==> config.mk <==
export PLATFORM = sky130hd
export DESIGN_NAME = pmr_regs
export DESIGN_NICKNAME = d
export VERILOG_FILES = /design/src/inc/pmr_pkg.sv /design/src/rtl/pmr_regs.sv
export SDC_FILE = /design/constraint.sdc
export NUM_CORES = 1
export LEC_CHECK = 0
export ABC_AREA = 1
export BUFFER_PORTS_ARGS = -buffer_cell sky130_fd_sc_hd__buf_2
export CAP_MARGIN = 25
export CORE_MARGIN = 3
export CORE_UTILIZATION = 45
export DETAILED_ROUTE_END_ITERATION = 12
export GPL_TIMING_DRIVEN = 0
export PLACE_DENSITY = 0.72
export SYNTH_ARGS = -nofsm -noshare
export SYNTH_HDL_FRONTEND = slang
export SYNTH_SLANG_ARGS = --single-unit
==> constraint.sdc <==
create_clock -name clk -period 1 [get_ports clk]
set_clock_uncertainty 0.05 [all_clocks]
set_input_delay 0.05 -clock clk [delete_from_list [all_inputs] [get_ports clk]]
set_output_delay 0.05 -clock clk [all_outputs]
set_load 0.01 [all_outputs]
==> src/inc/pmr_pkg.sv <==
// Package: register map, field layout and carriers of the port management registers
package pmr_pkg;
  // -------------------------------------------------------------------------
  // Register indices
  // -------------------------------------------------------------------------
  localparam int          IDX_W          = 5;
  localparam int          DATA_W         = 16;
  localparam int          ADV_W          = 4;
  localparam logic [4:0]  REG_CONTROL    = 5'h00;
  localparam logic [4:0]  REG_STATUS     = 5'h01;
  localparam logic [4:0]  REG_IDENT_UP   = 5'h02;
  localparam logic [4:0]  REG_IDENT_LO   = 5'h03;
  localparam logic [4:0]  REG_ADVERT     = 5'h04;
  localparam logic [4:0]  REG_PARTNER    = 5'h05;
  localparam logic [4:0]  REG_RSVD_1D    = 5'h1D;
  localparam logic [4:0]  REG_SPECIAL    = 5'h1F;
  // -------------------------------------------------------------------------
  // Field positions
  // -------------------------------------------------------------------------
  localparam int          CTL_FEF_DIS    = 2;
  localparam int          CTL_TX_DIS     = 1;
  localparam int          CTL_LED_DIS    = 0;
  localparam int          ST_AN_DONE     = 5;
  localparam int          ST_FAR_FAULT   = 4;
  localparam int          ST_LINK_UP     = 2;
  localparam int          AB_PAUSE       = 10;
  localparam int          AB_RSVD9       = 9;
  localparam int          AB_TECH_LO     = 5;
  // -------------------------------------------------------------------------
  // Fixed and reset values
  // -------------------------------------------------------------------------
  localparam logic [15:0] STATUS_FIXED   = 16'h7808;
  localparam logic [15:0] STATUS_DYN     = 16'h0034;
  localparam logic [15:0] SELECTOR_CODE  = 16'h0001;
  localparam logic [15:0] ABIL_VAR_MASK  = 16'h07E0;
  localparam logic [2:0]  CTL_RESET      = 3'h0;
  localparam logic        PAUSE_RESET    = 1'h1;
  localparam logic        RSVD9_RESET    = 1'h0;
  localparam logic [3:0]  TECH_RESET     = 4'hF;
  // -------------------------------------------------------------------------
  // Carriers
  // -------------------------------------------------------------------------
  typedef struct packed {
    logic             valid;
    logic             write;
    logic [IDX_W-1:0] index;
    logic [DATA_W-1:0] wdata;
  } pmr_req_t;
  typedef struct packed {
    logic              ack;
    logic              hit;
    logic [DATA_W-1:0] rdata;
  } pmr_rsp_t;
  typedef struct packed {
    logic anDone;
    logic farFault;
    logic linkUp;
  } pmr_phy_t;
  typedef struct packed {
    logic             pause;
    logic [ADV_W-1:0] tech;
  } pmr_abil_t;
  typedef struct packed {
    logic farFaultDisable;
    logic txDisable;
    logic ledDisable;
  } pmr_ctl_t;
endpackage : pmr_pkg

==> src/rtl/pmr_regs.sv <==
// Per-port management register bank: control low bits, status, ident, abilities
`timescale 1ns/1ps
module pmr_regs #(
  parameter logic [15:0] IDENT_UPPER = 16'h0A5C, // Arbitrary value
  parameter logic [15:0] IDENT_LOWER = 16'h3C01  // Arbitrary value
) (
  input  wire  logic               clk,
  input  wire  logic               arst_n,
  input  wire  pmr_pkg::pmr_req_t  req,
  output       pmr_pkg::pmr_rsp_t  rsp,
  input  wire  pmr_pkg::pmr_phy_t  phyState,
  input  wire  pmr_pkg::pmr_abil_t partnerAbil,
  output       pmr_pkg::pmr_ctl_t  ctl,
  output       pmr_pkg::pmr_abil_t advert
);
  import pmr_pkg::*;

  // -------------------------------------------------------------------------
  // Decode
  // -------------------------------------------------------------------------
  // Both front ends translate to this one index space before reaching here
  function automatic logic isMapped(input logic [IDX_W-1:0] idx);
    isMapped = (idx <= REG_PARTNER) || (idx == REG_RSVD_1D) ||
               (idx == REG_SPECIAL);
  endfunction : isMapped

  // -------------------------------------------------------------------------
  // State
  // -------------------------------------------------------------------------
  pmr_ctl_t          ctlQ;
  pmr_ctl_t          next_ctlQ;
  logic              advPause;
  logic              next_advPause;
  logic              advRsvd9;
  logic              next_advRsvd9;
  logic [ADV_W-1:0]  advTech;
  logic [ADV_W-1:0]  next_advTech;
  pmr_phy_t          phyQ;
  pmr_phy_t          next_phyQ;
  pmr_abil_t         partQ;
  pmr_abil_t         next_partQ;
  pmr_rsp_t          rspQ;
  pmr_rsp_t          next_rspQ;
  logic [IDX_W-1:0]  lastIdx;
  logic [IDX_W-1:0]  next_lastIdx;
  logic              lastWrite;
  logic              next_lastWrite;
  logic [DATA_W-1:0] readWord;
  logic              wrEn;

  assign wrEn = req.valid && req.write;

  // -------------------------------------------------------------------------
  // Writable fields
  // -------------------------------------------------------------------------
  always_comb begin
    next_ctlQ     = ctlQ;
    next_advPause = advPause;
    next_advRsvd9 = advRsvd9;
    next_advTech  = advTech;
    if (wrEn && req.index == REG_CONTROL) begin
      next_ctlQ.farFaultDisable = req.wdata[CTL_FEF_DIS];
      next_ctlQ.txDisable       = req.wdata[CTL_TX_DIS];
      next_ctlQ.ledDisable      = req.wdata[CTL_LED_DIS];
    end
    if (wrEn && req.index == REG_ADVERT) begin
      next_advPause = req.wdata[AB_PAUSE];
      next_advRsvd9 = req.wdata[AB_RSVD9];
      next_advTech  = req.wdata[AB_TECH_LO +: ADV_W];
    end
  end

  always_ff @(posedge clk or negedge arst_n) begin
    if (!arst_n) begin
      ctlQ     <= CTL_RESET;
      advPause <= PAUSE_RESET;
      advRsvd9 <= RSVD9_RESET;
      advTech  <= TECH_RESET;
    end else begin
      ctlQ     <= next_ctlQ;
      advPause <= next_advPause;
      advRsvd9 <= next_advRsvd9;
      advTech  <= next_advTech;
    end
  end

  // -------------------------------------------------------------------------
  // Sampled line state
  // -------------------------------------------------------------------------
  // Suppressed detection reports no fault rather than a stale one
  always_comb begin
    next_phyQ          = phyState;
    next_phyQ.farFault = phyState.farFault && !ctlQ.farFaultDisable;
    next_partQ         = partnerAbil;
  end

  always_ff @(posedge clk or negedge arst_n) begin
    if (!arst_n) begin
      phyQ  <= '0;
      partQ <= '0;
    end else begin
      phyQ  <= next_phyQ;
      partQ <= next_partQ;
    end
  end

  // -------------------------------------------------------------------------
  // Read path
  // -------------------------------------------------------------------------
  // Identifier halves have no storage, so writes cannot disturb them
  always_comb begin
    readWord = '0;
    case (req.index)
      REG_CONTROL: begin
        readWord[CTL_FEF_DIS] = ctlQ.farFaultDisable;
        readWord[CTL_TX_DIS]  = ctlQ.txDisable;
        readWord[CTL_LED_DIS] = ctlQ.ledDisable;
      end
      REG_STATUS: begin
        readWord               = STATUS_FIXED;
        readWord[ST_AN_DONE]   = phyQ.anDone;
        readWord[ST_FAR_FAULT] = phyQ.farFault;
        readWord[ST_LINK_UP]   = phyQ.linkUp;
      end
      REG_IDENT_UP: readWord = IDENT_UPPER;
      REG_IDENT_LO: readWord = IDENT_LOWER;
      REG_ADVERT: begin
        readWord                     = SELECTOR_CODE;
        readWord[AB_PAUSE]           = advPause;
        readWord[AB_RSVD9]           = advRsvd9;
        readWord[AB_TECH_LO +: ADV_W] = advTech;
      end
      REG_PARTNER: begin
        readWord                     = SELECTOR_CODE;
        readWord[AB_PAUSE]           = partQ.pause;
        readWord[AB_TECH_LO +: ADV_W] = partQ.tech;
      end
      default: readWord = '0;
    endcase
  end

  always_comb begin
    next_rspQ     = rspQ;
    next_lastIdx   = lastIdx;
    next_lastWrite = lastWrite;
    next_rspQ.ack  = req.valid;
    if (req.valid) begin
      next_rspQ.hit   = isMapped(req.index);
      next_rspQ.rdata = req.write ? '0 : readWord;
      next_lastIdx    = req.index;
      next_lastWrite  = req.write;
    end
  end

  always_ff @(posedge clk or negedge arst_n) begin
    if (!arst_n) begin
      rspQ      <= '0;
      lastIdx   <= '0;
      lastWrite <= 1'b0;
    end else begin
      rspQ      <= next_rspQ;
      lastIdx   <= next_lastIdx;
      lastWrite <= next_lastWrite;
    end
  end

  assign rsp          = rspQ;
  assign ctl          = ctlQ;
  assign advert.pause = advPause;
  assign advert.tech  = advTech;

  // -------------------------------------------------------------------------
  // Checks
  // -------------------------------------------------------------------------
  logic readAck;
  // Write acks carry no data, so the readback checks judge read acks only
  assign readAck = rspQ.ack && !lastWrite;

  chk_ctrl_write: assert property (@(posedge clk) disable iff (!arst_n)
    wrEn && req.index == REG_CONTROL |=>
      {ctlQ.farFaultDisable, ctlQ.txDisable, ctlQ.ledDisable} ==
      {$past(req.wdata[CTL_FEF_DIS]), $past(req.wdata[CTL_TX_DIS]),
       $past(req.wdata[CTL_LED_DIS])})
    else $error("control low bits not written");

  chk_status_fixed: assert property (@(posedge clk) disable iff (!arst_n)
    readAck && lastIdx == REG_STATUS |->
      (rspQ.rdata & ~STATUS_DYN) == STATUS_FIXED)
    else $error("status fixed bits wrong");

  chk_status_live: assert property (@(posedge clk) disable iff (!arst_n)
    readAck && lastIdx == REG_STATUS |->
      rspQ.rdata[ST_AN_DONE] == $past(phyQ.anDone) &&
      rspQ.rdata[ST_FAR_FAULT] == $past(phyQ.farFault) &&
      rspQ.rdata[ST_LINK_UP] == $past(phyQ.linkUp))
    else $error("status live bits wrong");

  chk_fault_gate: assert property (@(posedge clk) disable iff (!arst_n)
    ctlQ.farFaultDisable && $stable(ctlQ.farFaultDisable) |-> !phyQ.farFault)
    else $error("far fault shown while disabled");

  chk_ident_const: assert property (@(posedge clk) disable iff (!arst_n)
    readAck && lastIdx == REG_IDENT_UP ##1 req.valid && !req.write &&
      req.index == REG_IDENT_LO |=>
      $past(rspQ.rdata, 2) == IDENT_UPPER && rspQ.rdata == IDENT_LOWER)
    else $error("identifier halves wrong");

  chk_adv_write: assert property (@(posedge clk) disable iff (!arst_n)
    wrEn && req.index == REG_ADVERT ##1 req.valid && !req.write &&
      req.index == REG_ADVERT |=>
      rspQ.rdata == (($past(req.wdata, 2) & ABIL_VAR_MASK) | SELECTOR_CODE))
    else $error("advertisement readback wrong");

  chk_partner_read: assert property (@(posedge clk) disable iff (!arst_n)
    readAck && lastIdx == REG_PARTNER |->
      rspQ.rdata == ({5'h00, $past(partQ.pause), 1'h0, $past(partQ.tech), 5'h00}
                     | SELECTOR_CODE))
    else $error("partner ability readback wrong");

  chk_unmapped_zero: assert property (@(posedge clk) disable iff (!arst_n)
    rspQ.ack && !rspQ.hit |-> rspQ.rdata == '0 && !isMapped(lastIdx))
    else $error("unmapped index not answered as zero");

  chk_ack_pulse: assert property (@(posedge clk) disable iff (!arst_n)
    req.valid |=> rspQ.ack ##0 (lastIdx == $past(req.index)))
    else $error("request not acknowledged in one cycle");
endmodule : pmr_regs

==> metrics.txt <==
Main synth FF type=dfrtp_1; Layout Cells excl Fill=302; Post-synth top cells=60 x nand2_1, 28 x dfrtp_1, 18 x inv_1, 13 x nand3_1, 10 x nand4_1; Req. time, crit path=900 ps; GRT overflow=0; largest net degree at the start of global routing=34; failing checks=negative setup slack; post-synthesis register bit count=33; core area=0.00315 mm2; Placement Cell Area=0.00183 mm2; post-layout minimum cycle time=1160 ps; Hold Violations, Final=0; CP Launch Type=flip-flop; DIE HEIGHT=64.2 um; DP Wirelength=2380 um; die width=64.2 um; crit end category=output pin; maxcap violations=0; Pwr Density=1250 mW/mm2; RSZ-0062 raised after global routing=yes; RD Place Congestion=0.837; DRC=0; count leader, synth=nand2_1; Tcrit/Tclk final=116%; vias per inst=4.71; Static Leakage=1.22 nW; total track usage=19.3%; clk_lat worst skew=330 ps; # rows=20; CTS tree=done; CTS H-Tree Depth=2; placed cells=266; initial core utilization=48.4%; post-synthesis sequential area ratio=54.5%; Worst Tran Pin Value=702 ps; CP Launch Point=advPause; Netlist cell types=22; Hold Path Class=in2reg; switch share=26.8%; fin worst setup slack=-161 ps; setup violators final=9; vias=1422; port buffer count=50; share of the synthesized area in the top cell type=45.9%; r2r startpoint=advTech[1]; initial antenna violation count=0; Num CTS Buffers=5; Nets=290; total wire length=3680 um; Yosys top cell by area=dfrtp_1; post-DR wirelength/cell=12.2 um; Cell Area, Synth=0.00153 mm2; layout cells sized above 1=36.0%; Avg Synthesized Cell Area=8.87 um2; f_max=862 MHz; Clock Path Buffers=2; initial detailed-routing violation count=107; status=finished, violations left; Total Die Area=0.00413 mm2; clock power share=25.2%; Worst-path clk slew=90 ps; power share of the combinational group=20.7%; Design Area, Final=0.00220 mm2; Layout area overhead=44.3%; Mapped Cells=172; kind of critical path=reg2out; DP Worst Slack=-151 ps; Sw Pwr=0.739 mW; hold path start=req[21]; Fin Hold WS=9.44 ps; Seq pwr share=54.0%; internal power=2.01 mW; Synth async-reset ratio=100%; relative slew slack=53.2%; io pins=59; Final ANT Viol Nets=0; Post-Syn Nets=205; PnR Total Power=2.75 mW; vias in the first global route=1330; Arr. time, crit path=1060 ps; diodes inserted=0; Max Transition Viols Final=0; top post-synthesis cells by area=dfrtp_1 46%, nand2_1 15%, dfstp_2 8.6%; Yosys warning count=0; CTS Root Cell=clkbuf_4; clk sink count=33; CP max FO=2; Post-synth EDFFs=0; first-pass GRT wire length=6220 um; Pre-Repair DR Iteration Count=4; Peak VDD IR=1050 uV
==> sequential cells by signal, indices dropped and copies added (netlist names) <==
register,count
partQ,5
advRsvd9,1
phyQ,3
advTech,4
rsp,16
advPause,1
ctl,3
==> power groups by stage <==
stage | logic [mW] | clock network, mW | registers [mW]
2_1_floorplan | 0.180 | 0 | 1.53
3_3_place_gp | 0.383 | 0 | 1.51
3_5_place_dp | 0.388 | 0 | 1.51
4_1_cts | 0.518 | 0.704 | 1.48
5_1_grt | 0.635 | 0.786 | 1.50
6_report | 0.570 | 0.695 | 1.49
==> metrics by stage <==
| step | utilization, % | setup TNS (ps) |
|---|---|---|
| floorplan | - | 0 |
| global placement | 58.1 | -1100 |
| detailed placement | 58.1 | -1300 |
| CTS | 68.1 | -702 |
| global route | 69.9 | -1450 |
| finish | 69.9 | -752 |
==> path summary, 6_finish.rpt <==
path / endpoint / slack [ps] / cells past startpoint
min: rsp[1] / 9 / 4
min reg2reg: rsp[3] / 430 / 2
max in group asynchronous: partQ[2] / 200 / 2
max: advert[4] / -160 / 2
min in group asynchronous: ctl[0] / 240 / 2
max reg2reg: rsp[6] / -80 / 5
==> layer usage <==
layer	global-route usage (%)	routed length, um	part of all wire (%)
met5	0	0	0
met4	6.33	26	0.71
met3	4.57	192	5.2
met2	29.9	1820	49
met1	26.6	1640	45
==> placed cells by master, fill, tap and decap left out <==
| master | n |
|---|---|
| nand2_1 | 58 |
| buf_2 | 45 |
| dfrtp_1 | 28 |
| dlygate4sd3_1 | 19 |
| inv_1 | 17 |
| buf_6 | 13 |
| nand3_1 | 13 |
| nand4_1 | 10 |
| nor2_1 | 9 |
| buf_4 | 7 |
| dfstp_2 | 5 |
| clkbuf_4 | 5 |
| nor2_4 | 4 |
| clkbuf_1 | 4 |
| o21ai_2 | 4 |
| a21oi_2 | 3 |
| o31ai_1 | 2 |
| o21ai_0 | 2 |
| inv_2 | 2 |
| nand2_2 | 2 |
| nand4_4 | 1 |
| nor2_2 | 1 |
| clkbuf_8 | 1 |
| o21ai_1 | 1 |
| a21oi_1 | 1 |
| conb_1 | 1 |
==> critical path, stage by stage (launching register included) <==
cell and delay (ps):
dfstp_2 560, buf_6 90, buf_6 90
==> logic make-up after synthesis <==
logic type | after synthesis | share of synthesized area [%]
buf+inv | 27 | 9.10
flops | 33 | 54.5
other cells | 1 | 0.246
compound gates | 13 | 6.07
simple gates | 98 | 30.1
==> area by class of cell <==
class,count,area [um2]
clock buffer,8,48.8
sequential,33,832
timing repair buffer,78,557
buffer,8,75.1
inverter,19,71.3
multi-input combinational,112,564
fill,261,950
tap,44,55.1
==> timing repair <==
item | 4_1_cts | 5_1_grt
endpoints found under the hold margin | 47 | 0
buffers inserted | 4 | 5
resized for setup | 9 | 8
endpoints found under the setup margin | 7 | 22
hold buffers | 19 | 0
pin swaps | 1 | 9
Note: power is estimated with default switching activity, not from simulation.
